==> src/freq_meter_pkg.sv <==
// Constants, field layouts and source codes shared by the frequency meter
package freq_meter_pkg;

  // ----------------------------------------------------------------
  // Register byte offsets
  // ----------------------------------------------------------------
  localparam logic [9:0] OFS_CTRL   = 10'h000;
  localparam logic [9:0] OFS_MODE   = 10'h004;
  localparam logic [9:0] OFS_STATUS = 10'h008;
  localparam logic [9:0] OFS_VALUE  = 10'h00c;
  localparam logic [9:0] OFS_IER    = 10'h010;
  localparam logic [9:0] OFS_IDR    = 10'h014;
  localparam logic [9:0] OFS_IMR    = 10'h018;
  localparam logic [9:0] OFS_ISR    = 10'h01c;
  localparam logic [9:0] OFS_ICR    = 10'h020;
  localparam logic [9:0] OFS_REV    = 10'h3fc;

  // ----------------------------------------------------------------
  // Field positions, widths and reset values
  // ----------------------------------------------------------------
  localparam int          CTRL_START_BIT = 0;
  localparam int          REFCEN_BIT     = 31;
  localparam int          MEASURED_SOURCE_SELECT_LSB     = 16;
  localparam int          MEASURED_SOURCE_SELECT_W       = 5;
  localparam int          REFNUM_LSB     = 8;
  localparam int          REFNUM_W       = 8;
  localparam int          REFERENCE_SOURCE_SELECT_LSB     = 0;
  localparam int          REFERENCE_SOURCE_SELECT_W       = 3;
  localparam int          VALUE_W        = 24;
  localparam int          IRQ_DONE_BIT   = 0;
  localparam int          IRQ_RDY_BIT    = 1;
  localparam logic [31:0] MODE_WMASK     = 32'h801f_ff07;
  localparam logic [31:0] RST_MODE       = 32'h0000_0000;
  localparam logic [1:0]  RST_IRQ        = 2'h0;
  localparam logic [3:0]  REF_SETTLE_EDGES = 4'h3;

  // ----------------------------------------------------------------
  // Source select encodings
  // ----------------------------------------------------------------
  typedef enum logic [4:0] {
    MSR_CORE = 5'h00, MSR_HSB = 5'h01, MSR_PBA = 5'h02, MSR_PBB = 5'h03,
    MSR_MAIN_OSC = 5'h04, MSR_SLOW_XTAL = 5'h05, MSR_SYS_RC = 5'h06,
    MSR_PLL_A = 5'h07, MSR_PLL_B = 5'h08, MSR_GCLK_FIRST = 5'h0a,
    MSR_GCLK_LAST = 5'h12, MSR_FAST_RC_DBG = 5'h13
  } measured_src_t;

  typedef enum logic [2:0] {
    REF_SYS_RC = 3'h0, REF_SLOW_XTAL = 3'h1, REF_MAIN_OSC = 3'h2,
    REF_GCLK0 = 3'h3
  } reference_src_t;

endpackage

==> src/meter_if.sv <==
// Interface between the register block and the measurement engine
`timescale 1ns/1ps
interface meter_if;
  logic        start;
  logic [7:0]  refnum;
  logic        meas_tick;
  logic        ref_tick;
  logic        busy;
  logic [23:0] value;

  modport ctl (output start, refnum, meas_tick, ref_tick, input busy, value);
  modport eng (input start, refnum, meas_tick, ref_tick, output busy, value);
endinterface
==> src/frequency_meter.sv <==
// Frequency meter top: Wishbone registers, interrupts and clock source selection
`timescale 1ns/1ps
// ----------------------------------------------------------------
// ----------------------------------------------------------------
module frequency_meter
  import freq_meter_pkg::*;
#(
  parameter logic [11:0] REV_NUMBER  = 12'h5a1, // Arbitrary value
  parameter logic [3:0]  REV_VARIANT = 4'h0,    // Arbitrary value
  parameter int          MSR_SRC_W   = 20,
  parameter int          REF_SRC_W   = 4
) (
  input  wire logic                 clk_sys,
  input  wire logic                 resetn,
  input  wire logic                 wb_cyc_i,
  input  wire logic                 wb_stb_i,
  input  wire logic                 wb_we_i,
  input  wire logic [9:0]           wb_adr_i,
  input  wire logic [31:0]          wb_dat_i,
  input  wire logic [3:0]           wb_sel_i,
  output logic [31:0]               wb_dat_o,
  output logic                      wb_ack_o,
  input  wire logic [MSR_SRC_W-1:0] measured_clock_src,
  input  wire logic [REF_SRC_W-1:0] reference_clock_src,
  output logic                      irq
);

  // ----------------------------------------------------------------
  // Declarations
  // ----------------------------------------------------------------
  typedef enum logic [2:0] {
    RS_OFF    = 3'b001,
    RS_SETTLE = 3'b010,
    RS_READY  = 3'b100
  } ref_state_t;

  meter_if mif ();

  logic                ack_ff;
  logic [31:0]         rdata_ff;
  logic [31:0]         mode_ff;
  logic [31:0]         nxt_mode;
  logic [1:0]          mask_ff;
  logic [1:0]          nxt_mask;
  logic [1:0]          pend_ff;
  logic [1:0]          nxt_pend;
  logic                irq_ff;
  logic                start_ff;
  logic                busy_q_ff;
  logic                settle_q_ff;
  logic                meas_lvl_ff;
  logic                meas_prev_ff;
  logic                ref_lvl_ff;
  logic                ref_prev_ff;
  ref_state_t          ref_state_ff;
  logic [3:0]          settle_cnt_ff;
  logic [REFERENCE_SOURCE_SELECT_W-1:0] reference_source_select_q_ff;
  logic [31:0]         rd_word;

  // ----------------------------------------------------------------
  // Bus decode
  // ----------------------------------------------------------------
  // A write takes effect on the edge where the master sees ack
  wire logic        bus_req  = wb_cyc_i & wb_stb_i;
  wire logic        wr_fire  = bus_req & wb_we_i & ack_ff;
  wire logic [9:0]  adr_word = {wb_adr_i[9:2], 2'b00};
  wire logic        hit_ctrl = (adr_word == OFS_CTRL);
  wire logic        hit_mode = (adr_word == OFS_MODE);
  wire logic        hit_ier  = (adr_word == OFS_IER);
  wire logic        hit_idr  = (adr_word == OFS_IDR);
  wire logic        hit_icr  = (adr_word == OFS_ICR);
  wire logic        lane0_wr = wr_fire & wb_sel_i[0];

  // One-shot write strobes; zero bits leave state alone
  wire logic [1:0]  ier_bits = (lane0_wr & hit_ier) ? wb_dat_i[1:0] : 2'b00;
  wire logic [1:0]  idr_bits = (lane0_wr & hit_idr) ? wb_dat_i[1:0] : 2'b00;
  wire logic [1:0]  icr_bits = (lane0_wr & hit_icr) ? wb_dat_i[1:0] : 2'b00;
  wire logic        start_wr = lane0_wr & hit_ctrl & wb_dat_i[CTRL_START_BIT];

  // ----------------------------------------------------------------
  // Mode register fields
  // ----------------------------------------------------------------
  wire logic                refcen = mode_ff[REFCEN_BIT];
  wire logic [MEASURED_SOURCE_SELECT_W-1:0] measured_source_select = mode_ff[MEASURED_SOURCE_SELECT_LSB +: MEASURED_SOURCE_SELECT_W];
  wire logic [REFNUM_W-1:0] refnum = mode_ff[REFNUM_LSB +: REFNUM_W];
  wire logic [REFERENCE_SOURCE_SELECT_W-1:0] reference_source_select = mode_ff[REFERENCE_SOURCE_SELECT_LSB +: REFERENCE_SOURCE_SELECT_W];

  // Byte lanes written independently; unused bits never stored
  genvar gi;
  generate
    for (gi = 0; gi < 4; gi++) begin : g_mode_lane
      assign nxt_mode[8*gi +: 8] = (wr_fire & hit_mode & wb_sel_i[gi])
                                   ? (wb_dat_i[8*gi +: 8] & MODE_WMASK[8*gi +: 8])
                                   : mode_ff[8*gi +: 8];
    end
  endgenerate

  // ----------------------------------------------------------------
  // Clock source selection
  // ----------------------------------------------------------------
  // Codes 9 and 20..31 are reserved and select a stopped source
  wire logic msr_code_ok = (measured_source_select <= MSR_FAST_RC_DBG) &&
                           (measured_source_select != (MSR_PLL_B + 5'h01));
  wire logic msr_pick    = msr_code_ok ? measured_clock_src[measured_source_select] : 1'b0;

  // Reserved reference codes also select a stopped source
  wire logic ref_code_ok = (reference_source_select <= REF_GCLK0);
  wire logic ref_pick    = (ref_code_ok & refcen)
                           ? reference_clock_src[reference_source_select[1:0]] : 1'b0;

  // Both clocks sampled on the bus clock; rising edges become ticks
  wire logic meas_tick = meas_lvl_ff & ~meas_prev_ff;
  wire logic ref_tick  = ref_lvl_ff & ~ref_prev_ff;

  // ----------------------------------------------------------------
  // Engine hookup
  // ----------------------------------------------------------------
  assign mif.start     = start_ff;
  assign mif.refnum    = refnum;
  assign mif.meas_tick = meas_tick;
  assign mif.ref_tick  = ref_tick;

  meter_engine u_engine (
    .clk_sys (clk_sys),
    .resetn  (resetn),
    .m       (mif)
  );

  // ----------------------------------------------------------------
  // Interrupt next state
  // ----------------------------------------------------------------
  wire logic settling = (ref_state_ff == RS_SETTLE);

  // Falling edges of busy and settling are the two events
  wire logic [1:0] events = {settle_q_ff & ~settling,
                             busy_q_ff & ~mif.busy};

  // Enable and disable target different addresses, so never collide
  assign nxt_mask = (mask_ff | ier_bits) & ~idr_bits;

  // An event in the clearing cycle survives: set beats clear
  assign nxt_pend = (pend_ff & ~icr_bits) | events;

  // ----------------------------------------------------------------
  // Read data selection
  // ----------------------------------------------------------------
  // Write-only and unmapped offsets read as zero
  always_comb begin
    rd_word = 32'h0000_0000;
    unique case (adr_word)
      OFS_MODE:   rd_word = mode_ff;
      OFS_STATUS: rd_word = {30'h0, settling, mif.busy};
      OFS_VALUE:  rd_word = {8'h00, mif.value};
      OFS_IMR:    rd_word = {30'h0, mask_ff};
      OFS_ISR:    rd_word = {30'h0, pend_ff};
      OFS_REV:    rd_word = {12'h000, REV_VARIANT, 4'h0, REV_NUMBER};
      default:    rd_word = 32'h0000_0000;
    endcase
  end

  // ----------------------------------------------------------------
  // Wishbone handshake
  // ----------------------------------------------------------------
  // Ack one cycle after the request; dropped in the following cycle
  always_ff @(posedge clk_sys) begin
    if (!resetn) begin
      ack_ff   <= 1'b0;
      rdata_ff <= 32'h0000_0000;
    end else begin
      ack_ff <= bus_req & ~ack_ff;
      if (bus_req & ~ack_ff) begin
        rdata_ff <= wb_we_i ? 32'h0000_0000 : rd_word;
      end
    end
  end

  assign wb_ack_o = ack_ff;
  assign wb_dat_o = rdata_ff;

  // ----------------------------------------------------------------
  // Configuration and interrupt state
  // ----------------------------------------------------------------
  // Writes to mask, status and revision offsets have no write path
  always_ff @(posedge clk_sys) begin
    if (!resetn) begin
      mode_ff <= RST_MODE;
      mask_ff <= RST_IRQ;
      pend_ff <= RST_IRQ;
      irq_ff  <= 1'b0;
    end else begin
      mode_ff <= nxt_mode;
      mask_ff <= nxt_mask;
      pend_ff <= nxt_pend;
      irq_ff  <= |(nxt_pend & nxt_mask);
    end
  end

  assign irq = irq_ff;

  // ----------------------------------------------------------------
  // Start request and event edge history
  // ----------------------------------------------------------------
  // Start honoured only with a settled reference and no run under way;
  // otherwise the window could never close
  always_ff @(posedge clk_sys) begin
    if (!resetn) begin
      start_ff    <= 1'b0;
      busy_q_ff   <= 1'b0;
      settle_q_ff <= 1'b0;
    end else begin
      start_ff    <= start_wr & ~mif.busy & ~start_ff
                     & (ref_state_ff == RS_READY);
      busy_q_ff   <= mif.busy;
      settle_q_ff <= settling;
    end
  end

  // ----------------------------------------------------------------
  // Source sampling
  // ----------------------------------------------------------------
  // Sources are taken as synchronous; one stage plus history for edges
  always_ff @(posedge clk_sys) begin
    if (!resetn) begin
      meas_lvl_ff  <= 1'b0;
      meas_prev_ff <= 1'b0;
      ref_lvl_ff   <= 1'b0;
      ref_prev_ff  <= 1'b0;
    end else begin
      meas_lvl_ff  <= msr_pick;
      meas_prev_ff <= meas_lvl_ff;
      ref_lvl_ff   <= ref_pick;
      ref_prev_ff  <= ref_lvl_ff;
    end
  end

  // ----------------------------------------------------------------
  // Reference readiness
  // ----------------------------------------------------------------
  // Enabling the reference or changing its source restarts settling.
  // A stopped source never settles, so the flag stays high.
  wire logic reference_source_select_chg  = (reference_source_select != reference_source_select_q_ff);
  wire logic settle_done = ref_tick &&
                           (settle_cnt_ff == REF_SETTLE_EDGES - 4'h1);

  always_ff @(posedge clk_sys) begin
    if (!resetn) begin
      ref_state_ff  <= RS_OFF;
      settle_cnt_ff <= 4'h0;
      reference_source_select_q_ff   <= '0;
    end else begin
      reference_source_select_q_ff <= reference_source_select;
      unique case (ref_state_ff)
        RS_OFF: begin
          settle_cnt_ff <= 4'h0;
          if (refcen) ref_state_ff <= RS_SETTLE;
        end
        RS_SETTLE: begin
          if (!refcen) begin
            ref_state_ff <= RS_OFF;
          end else if (reference_source_select_chg) begin
            settle_cnt_ff <= 4'h0;
          end else if (settle_done) begin
            ref_state_ff <= RS_READY;
          end else if (ref_tick) begin
            settle_cnt_ff <= settle_cnt_ff + 4'h1;
          end
        end
        RS_READY: begin
          settle_cnt_ff <= 4'h0;
          if (!refcen) begin
            ref_state_ff <= RS_OFF;
          end else if (reference_source_select_chg) begin
            ref_state_ff <= RS_SETTLE;
          end
        end
      endcase
    end
  end

endmodule // frequency_meter

==> src/meter_engine.sv <==
// Measurement engine: counts measured edges over a window of reference periods
`timescale 1ns/1ps
module meter_engine
  import freq_meter_pkg::*;
(
  input  wire logic clk_sys,
  input  wire logic resetn,
  meter_if.eng      m
);

  typedef enum logic [2:0] {
    EN_IDLE  = 3'b001,
    EN_ALIGN = 3'b010,
    EN_COUNT = 3'b100
  } eng_state_t;

  eng_state_t          state_ff;
  logic [REFNUM_W-1:0] periods_ff;
  logic [VALUE_W-1:0]  count_ff;
  logic [VALUE_W-1:0]  value_ff;
  logic                last_period;

  // Window closes on the reference edge that ends the programmed period count
  assign last_period = m.ref_tick && (periods_ff + 8'h01 == m.refnum);
  assign m.busy      = (state_ff != EN_IDLE);
  assign m.value     = value_ff;

  // Window opens on a reference edge so it spans whole reference periods
  always_ff @(posedge clk_sys) begin
    if (!resetn) begin
      state_ff   <= EN_IDLE;
      periods_ff <= '0;
      count_ff   <= '0;
      value_ff   <= '0;
    end else begin
      unique case (state_ff)
        EN_IDLE: begin
          if (m.start) state_ff <= EN_ALIGN;
        end
        EN_ALIGN: begin
          periods_ff <= '0;
          count_ff   <= '0;
          if (m.ref_tick && m.refnum == 8'h00) begin
            value_ff <= '0;
            state_ff <= EN_IDLE;
          end else if (m.ref_tick) begin
            state_ff <= EN_COUNT;
          end
        end
        EN_COUNT: begin
          if (m.meas_tick) count_ff <= count_ff + 24'h000001;
          if (m.ref_tick) periods_ff <= periods_ff + 8'h01;
          if (last_period) begin
            value_ff <= m.meas_tick ? count_ff + 24'h000001 : count_ff;
            state_ff <= EN_IDLE;
          end
        end
      endcase
    end
  end

endmodule // meter_engine

==> config.mk <==
export PLATFORM = sky130hd
export DESIGN_NAME = frequency_meter
export DESIGN_NICKNAME = d
export VERILOG_FILES = /design/src/freq_meter_pkg.sv /design/src/meter_if.sv /design/src/frequency_meter.sv /design/src/meter_engine.sv
export SDC_FILE = /design/constraint.sdc
export NUM_CORES = 1
export LEC_CHECK = 0
export BUFFER_PORTS_ARGS = -buffer_cell sky130_fd_sc_hd__buf_2
export CAP_MARGIN = 20
export CORE_ASPECT_RATIO = 0.7
export CORE_UTILIZATION = 51
export CTS_CLUSTER_SIZE = 30
export DETAILED_ROUTE_END_ITERATION = 12
export PLACE_DENSITY = 0.8
export SLEW_MARGIN = 20
export SYNTH_ARGS = -nofsm -noshare
export SYNTH_HDL_FRONTEND = slang
export SYNTH_SLANG_ARGS = --single-unit
==> constraint.sdc <==
create_clock -name clk_sys -period 2.6 [get_ports clk_sys]
set_clock_uncertainty 0.05 [all_clocks]
set_input_delay 0.78 -clock clk_sys [delete_from_list [all_inputs] [get_ports clk_sys]]
set_output_delay 0.78 -clock clk_sys [all_outputs]
set_load 0.03 [all_outputs]
# [Word level (Yosys, flattened, before mapping)]
# Index checks and enable logic that the tools add are counted.
[totals] ff_bits=131 out_inout_bits=34 elab_cells=147
[classes] addsub=3 n_lt_le_gt_ge=4 n_eq_ne=32 n_mux=33 bitwise_logic=36 reduce_logical=16
[ops] op="32-bit one-hot mux with 6 select lines" count=1
[ops] op="24-bit one-hot mux with 2 select lines" count=2
[ops] op="24-bit 2-to-1 mux" count=3
[ops] op="8-bit by 3-bit equality test with 1-bit output, second input constant" count=4
[ops] op="32-bit 2-to-1 mux" count=1
[ops] op="3-bit 2-to-1 mux" count=10
[ops] op="24-bit by 1-bit adder with 24-bit output, second input constant" count=1
[ops] op="1-bit bitwise AND" count=23
[ops] op="3-bit one-hot mux with 3 select lines" count=2
[ops] op="8-bit by 2-bit equality test with 1-bit output, second input constant" count=2
[ops] op="4-bit 2-to-1 mux" count=4
[ops] op="8-bit one-hot mux with 2 select lines" count=1
[ops] op="10-bit zero test" count=1
[ops] op="3-bit by 2-bit != test with 1-bit output, second input constant" count=3
[ops] op="3-bit != test, second input constant" count=3
[ops] op="3-bit AND reduction" count=3
[ops] op="8-bit by 1-bit adder with 8-bit output, second input constant" count=1
[ops] op="8-bit by 1-bit equality test with 1-bit output, second input constant" count=1
[ops] op="8-bit by 4-bit equality test with 1-bit output, second input constant" count=1
[ops] op="8-bit equality test" count=1
[ops] op="8-bit equality test, second input constant" count=1
[ops] op="8-bit zero test" count=1
[ops] op="8-bit 2-to-1 mux" count=1
[ops] op="2-bit != test, second input constant" count=4
[ops] op="other kinds (27)" count=49

# [Longest topological paths before layout]
# Gate-level depths: netlist of the first run.
[logic_depth] word_depth=11 depth_mapped=9

# [Cells and area by module]
# Synthesis of the first run repeated with hierarchy kept, for this count alone.
[hier_totals] cells_unflattened=771 hier_area_um2=6452.4
[modules_own_cells] module="meter_engine" n_inst=1 cells_per_inst=416 area_each_um2=3325.7 seq_area_each_um2=1181.1
[modules_own_cells] module="frequency_meter" n_inst=1 cells_per_inst=355 area_each_um2=3126.7 seq_area_each_um2=1301.2

# [Worst setup path after synthesis of the first run]
# No wires, ideal clock.
[synth_timing] path_type="input to register" startpoint="input wb_adr_i[6]" endpoint="register mode_ff[14]" setup_ns=0.071 t_arrival_ns=2.366 setup_slack_ns=0.114 cell_stages=7 n_path_buf=2 path_cell_list="or4_1 nor3_2 and3_1 clkbuf_1 buf_2 nand3_1 a21oi_1"
[synth_via] elab_chain_len=3
[synth_rtl] element="start: declaration" line="frequency_meter.sv:18" rtl="input wire logic [9:0] wb_adr_i,"
[synth_rtl] element="8-bit by 1-bit equality test with 1-bit output" line="frequency_meter.sv:68" rtl="wire logic hit_mode = (adr_word == OFS_MODE);"
[synth_rtl] element="1-bit bitwise AND (2 in series)" line="frequency_meter.sv:92" rtl="assign nxt_mode[8*gi +: 8] = (wr_fire & hit_mode & wb_sel_i[gi])"
[synth_rtl] element="end signal: assignment" line="frequency_meter.sv:191" rtl="mode_ff <= nxt_mode;"
[synth_rtl] element="end: declaration" line="frequency_meter.sv:41" rtl="logic [31:0] mode_ff;"
# No other way between the ends.
# A chain may end at the register's enable or synchronous reset.

# [Worst setup path in the final report of the first run]
[layout_timing] startpoint="register u_engine.count_ff[0]" endpoint="register u_engine.count_ff[20]"
[layout_via] elab_chain_len=3
[layout_rtl] element="start: declaration" line="meter_engine.sv:19" rtl="logic [VALUE_W-1:0] count_ff;"
[layout_rtl] element="start signal: assignment" line="meter_engine.sv:51" rtl="if (m.meas_tick) count_ff <= count_ff + 24'h000001;"
[layout_rtl] element="24-bit by 1-bit adder with 24-bit output" line="meter_engine.sv:51"
[layout_rtl] element="24-bit 2-to-1 mux"
[layout_rtl] element="24-bit one-hot mux with 2 select lines" line="meter_engine.sv:36" rtl="unique case (state_ff)"
# No other way between the ends.

==> results_dict.tcl, run 1 <==
set metrics [dict create \
    synth-seq-area-share 0.401 \
    cts_sinks 124 \
    die_h_um 94.2 \
    grt_pass1_vias 4947 \
    final_cell_mix "dfxtp_1 (124), nand2_1 (120), buf_2 (83)" \
    post_drt_via_cell_ratio 5.61 \
    arrival_ps 2650 \
    numPortBuffers 83 \
    relSlewSlack 0.490 \
    r2r_start "u_engine.count_ff[0]$_SDFFE_PN0N_" \
    clockBufferDepth 2 \
    max_freq_mhz 424 \
    finalHoldViolCount 0 \
    nFillCells 975 \
    finalMaxSlewViolations 0 \
    crit_type "register to register" \
    synth_cell_types 62 \
    min_path_type "register to register" \
    dp.cells 976 \
    cts_setup_buffers 0 \
    power_density_nw_per_um2 642 \
    layout_commonest_cell "dfxtp_1" \
    drtAntennaViolNets 0 \
    syn2layout_area_growth_pct 20.3 \
    die_area_um2 12600 \
    post_cts_resized 0 \
    core_um2 11800 \
    nets 917 \
    crit_path_end_kind "register" \
    path_max_fanout 6 \
    ir_drop_mv 0.445 \
    antenna_found_initial 0 \
    worstHoldPathCells 2 \
    clk_pin_slew_worst_paths_ps 60 \
    holdBufCountCts 0 \
    period_share 0.907 \
    final_cells 1008 \
    synth_flop_cell "dfxtp_1" \
    pin_count 109 \
    drive_gt1_frac 0.192 \
    diodes 0 \
    synth-warning-count 0 \
    first_pass_iters 5 \
    syn_area_um2 6200 \
    grt_max_degree 31 \
    r2r_cells 6 \
    p_leak_nw 3.03 \
    initial_core_util 0.527 \
    worst_pin_slew_ps 760 \
    via_count 5656 \
    rows 33 \
    synthCells 753 \
    startpoint "u_engine.count_ff[0]$_SDFFE_PN0N_" \
    die_width_um 134 \
    async_flop_share 0 \
    period_minus_slack_ps 2360 \
    drc 0 \
    post-dp-hpwl_mm 10.5 \
    drtIter0Drc 409 \
    rsz0062_at_grt "false" \
    cp-start-kind "register" \
    status "finished clean" \
    numCtsBuffers 17 \
    routed_wl_mm 15.2 \
    hp-start "wb_dat_o[17]$_SDFFE_PN0P_" \
    grt.total_usage 0.252 \
    syn_area_per_cell_um2 8.23 \
    grt_pass1_wl_mm 25.0 \
    place.gp.congestion 0.909 \
    wl_per_cell_um 15.1 \
    ys_ff_latch 124 \
    cp.required_ps 2890 \
    maxCapViolCount 0 \
    cts.htree.levels 4 \
    clkLatencyLatePin_ps 410 \
    cts-root-buf "clkbuf_16" \
    synth_edf_count 0 \
    holdWs_ps 397 \
    grt-ovfl-total 0 \
    cts_tree "done" \
    setup_viol 0 \
]
==> path summary, 6_finish.rpt <==
path	end	slack (ps)
setup / recovery	u_engine.count_ff[20]$_SDFFE_PN0N_	240
hold / removal	wb_dat_o[17]$_SDFFE_PN0P_	400
setup reg to reg	u_engine.count_ff[20]$_SDFFE_PN0N_	240
hold reg to reg	wb_dat_o[17]$_SDFFE_PN0P_	400
==> worst max-delay path, cell delays in order (launching register included) <==
cell	delay [ps]
dfxtp_1	430
ha_1	210
nand3b_1	170
or4_1	670
or2_1	310
or3_1	310
a21oi_1	140
==> cell usage after synthesis, types with 5 or more instances <==
master      n  area (um^2)
xnor2_1    21          184
clkbuf_1   37          139
nor4_1      8         50.1
inv_1      10         37.5
and2_1     12         75.1
mux2i_1    45          450
nor3_1     17         85.1
buf_2       5         25.0
mux4_2      6          135
a21oi_1    52          260
nand2_1   120          450
nand2b_1    6         37.5
nand4_1    12         75.1
nor2_1     79          297
a22oi_1    12         90.1
xor2_1     13          114
and3_1      8         50.1
nand3b_1    6         45.0
buf_4       9         67.6
o21ai_0    41          205
nand3_1    32          160
dfxtp_1   124         2480
nor3b_1     7         52.6
==> area by class of cell <==
type	instances	area, um^2	share of cell area
tap	157	196	0.0263
timing repair buffer	115	668	0.0896
sequential	124	2480	0.333
multi-input combinational	569	3410	0.457
inverter	11	41.3	0.00554
clock buffer	21	470	0.0631
clock inverter	11	189	0.0253
==> registers in the layout, summed over array words and instances (netlist names), 2 cells and up <==
signal,flops
wb_dat_o,25
mask_ff,2
u_engine.periods_ff,8
u_engine.state_ff,3
ref_state_ff,3
u_engine.m.value,24
u_engine.count_ff,24
pend_ff,2
settle_cnt_ff,4
reference_source_select_q_ff,3
mode_ff,17
==> power by group <==
group	total, W	switching [W]	internal, W
Combinational	0.000230	0.000138	0.0000911
Sequential	0.00194	0.0000218	0.00192
Clock	0.00261	0.000841	0.00177
Total	0.00478	0.00100	0.00378
==> per-layer routing <==
metal	up-vias	global-route usage	wire [um]
li1	2790	-	-
met1	2668	0.356	7480
met2	184	0.380	6610
met3	14	0.0674	1010
met4	0	0.0587	129
met5	-	0	0
==> cells by family (layout without fill, tap and decap cells) <==
logic type | count (synthesis) | in the layout | synth area share
multiplexers | 54 | 54 | 0.0999
AND/OR/NAND/NOR | 334 | 334 | 0.257
flip-flops | 124 | 124 | 0.401
AO/OA/AOI/OAI | 135 | 135 | 0.129
buffers and inverters | 66 | 158 | 0.0529
XOR/XNOR | 35 | 35 | 0.0517
other | 1 | 7 | 0.000605
adder cells (fa/ha/maj) | 4 | 4 | 0.00808
==> metrics by stage <==
step           utilization  cell area [um^2]  total power (W)  setup TNS [ps]  setup slack [ps]
2_1_floorplan            -              6220          0.00212               0               114
3_3_place_gp         0.578              6800          0.00220               0              18.7
3_5_place_dp         0.578              6800          0.00220           -12.3             -11.7
4_1_cts              0.634              7460          0.00480               0               270
5_1_grt              0.634              7460          0.00493               0               151
6_report             0.634              7460          0.00478               0               242
Note: power is estimated with default switching activity, not from simulation.
==> run 2, diff against run 1 <==
- BUFFER_PORTS_ARGS: -buffer_cell sky130_fd_sc_hd__buf_2 -> -buffer_cell sky130_fd_sc_hd__buf_4
- CORE_ASPECT_RATIO: 0.7 -> 1.1
==> results_dict.tcl, run 2 (synthesis gave the netlist of run 1 again) <==
set metrics [dict create \
    holdBufCountCts 0 \
    cts_setup_buffers 0 \
    status "finished clean" \
    ir_drop_mv 0.548 \
    relSlewSlack 0.550 \
    power_density_nw_per_um2 607 \
    grt.total_usage 0.260 \
    finalHoldViolCount 0 \
    syn2layout_area_growth_pct 22.7 \
    period_share 0.915 \
    maxCapViolCount 0 \
    place.gp.congestion 0.873 \
    pin_count 109 \
    via_count 5715 \
    antenna_found_initial 1 \
    drive_gt1_frac 0.188 \
    core_um2 11600 \
    routed_wl_mm 15.5 \
    layout_commonest_cell "dfxtp_1" \
    numPortBuffers 83 \
    crit_path_end_kind "register" \
    grt-ovfl-total 0 \
    clk_pin_slew_worst_paths_ps 60 \
    drc 0 \
    grt_pass1_vias 5583 \
    finalMaxSlewViolations 0 \
    initial_core_util 0.532 \
    numCtsBuffers 17 \
    min_path_type "register to register" \
    first_pass_iters 5 \
    setup_tns_ps 0 \
    drtIter0Drc 335 \
    nets 915 \
    die_h_um 118 \
    p_leak_nw 3.04 \
    cts_sinks 124 \
    path_delay_family "compound AO/OA/AOI/OAI gates" \
    cp.required_ps 2890 \
    rows 41 \
    path_buf_inv 1 \
    largest_register_ffs 25 \
    post_cts_resized 0 \
    grt_pass1_wl_mm 26.1 \
    cts-root-buf "clkbuf_16" \
    setup_viol 0 \
    grt_max_degree 34 \
    die_width_um 107 \
    cts_tree "done" \
    post-dp-hpwl_mm 11.0 \
    holdWs_ps 407 \
    clkLatencyLatePin_ps 420 \
    drtAntennaViolNets 0 \
    slowest_delay_ps 510 \
    rsz0062_at_grt "false" \
    max_freq_mhz 420 \
    arrival_ps 2660 \
    cp-start-kind "register" \
    crit_slowest_cell "dfxtp_1" \
    cts.htree.levels 4 \
    wl_per_cell_um 15.5 \
    crit_type "register to register" \
    clockBufferDepth 2 \
    path_max_fanout 25 \
    worst_pin_slew_ps 669 \
    final_cell_mix "dfxtp_1 (124), nand2_1 (120), buf_4 (111)" \
    die_area_um2 12600 \
    crit_path_cell_trace "nand3_4 -> and3_1 -> o41a_1 -> o211ai_1 -> or2_1 -> buf_12 -> mux2i_1" \
    post_drt_via_cell_ratio 5.72 \
    period_minus_slack_ps 2380 \
]
[run 2: final cells by class]
class / count / area, um^2
clock buffer: 19 / 443
clock inverter: 13 / 166
antenna: 1 / 2.50
inverter: 11 / 41.3
tap: 150 / 188
multi-input combinational: 569 / 3410
timing repair buffer: 113 / 873
fill: 962 / 4040
sequential: 124 / 2480
[run 2: per-layer routing]
metal / vias to the layer above / wire [um] / GRT usage
met3: 28 / 732 / 0.0532
li1: 2788 / - / -
met2: 161 / 7930 / 0.448
met1: 2738 / 6450 / 0.306
met4: 0 / 394 / 0.121
met5: - / 0 / 0
[run 2: report_power, final]
part           total, W  internal [W]  switching, W
logic          0.000256      0.000118      0.000138
clock network   0.00242       0.00154      0.000885
registers       0.00194       0.00192     0.0000205
[run 2: worst register-to-register path, cell delays in order (launching register included)]
cell,delay [ps]
dfxtp_1,510
nand3_4,160
and3_1,210
o41a_1,400
o211ai_1,300
or2_1,200
buf_12,220
mux2i_1,250
[run 2: metrics by stage]
step           utilization  power (W)  setup slack [ps]  instances  area [um^2]
3_3_place_gp         0.601    0.00222              -116        967         6990
6_report             0.653    0.00462               220       1000         7610
3_5_place_dp         0.601    0.00223              -175        967         6990
5_1_grt              0.653    0.00475              85.7       1000         7610
2_1_floorplan            -    0.00212               114        759         6220
4_1_cts              0.653    0.00464               234        999         7600
[run 2: path summary, 6_finish.rpt]
check | startpoint | to | slack [ps] | cells past startpoint
setup / recovery | u_engine.periods_ff[2]$_SDFFE_PN0P_ | u_engine.m.value[23]$_SDFFE_PN0P_ | 220 | 7
hold / removal | wb_dat_o[17]$_SDFFE_PN0P_ | wb_dat_o[17]$_SDFFE_PN0P_ | 410 | 2
setup reg to reg | u_engine.periods_ff[2]$_SDFFE_PN0P_ | u_engine.m.value[23]$_SDFFE_PN0P_ | 220 | 7
hold reg to reg | wb_dat_o[17]$_SDFFE_PN0P_ | wb_dat_o[17]$_SDFFE_PN0P_ | 410 | 2
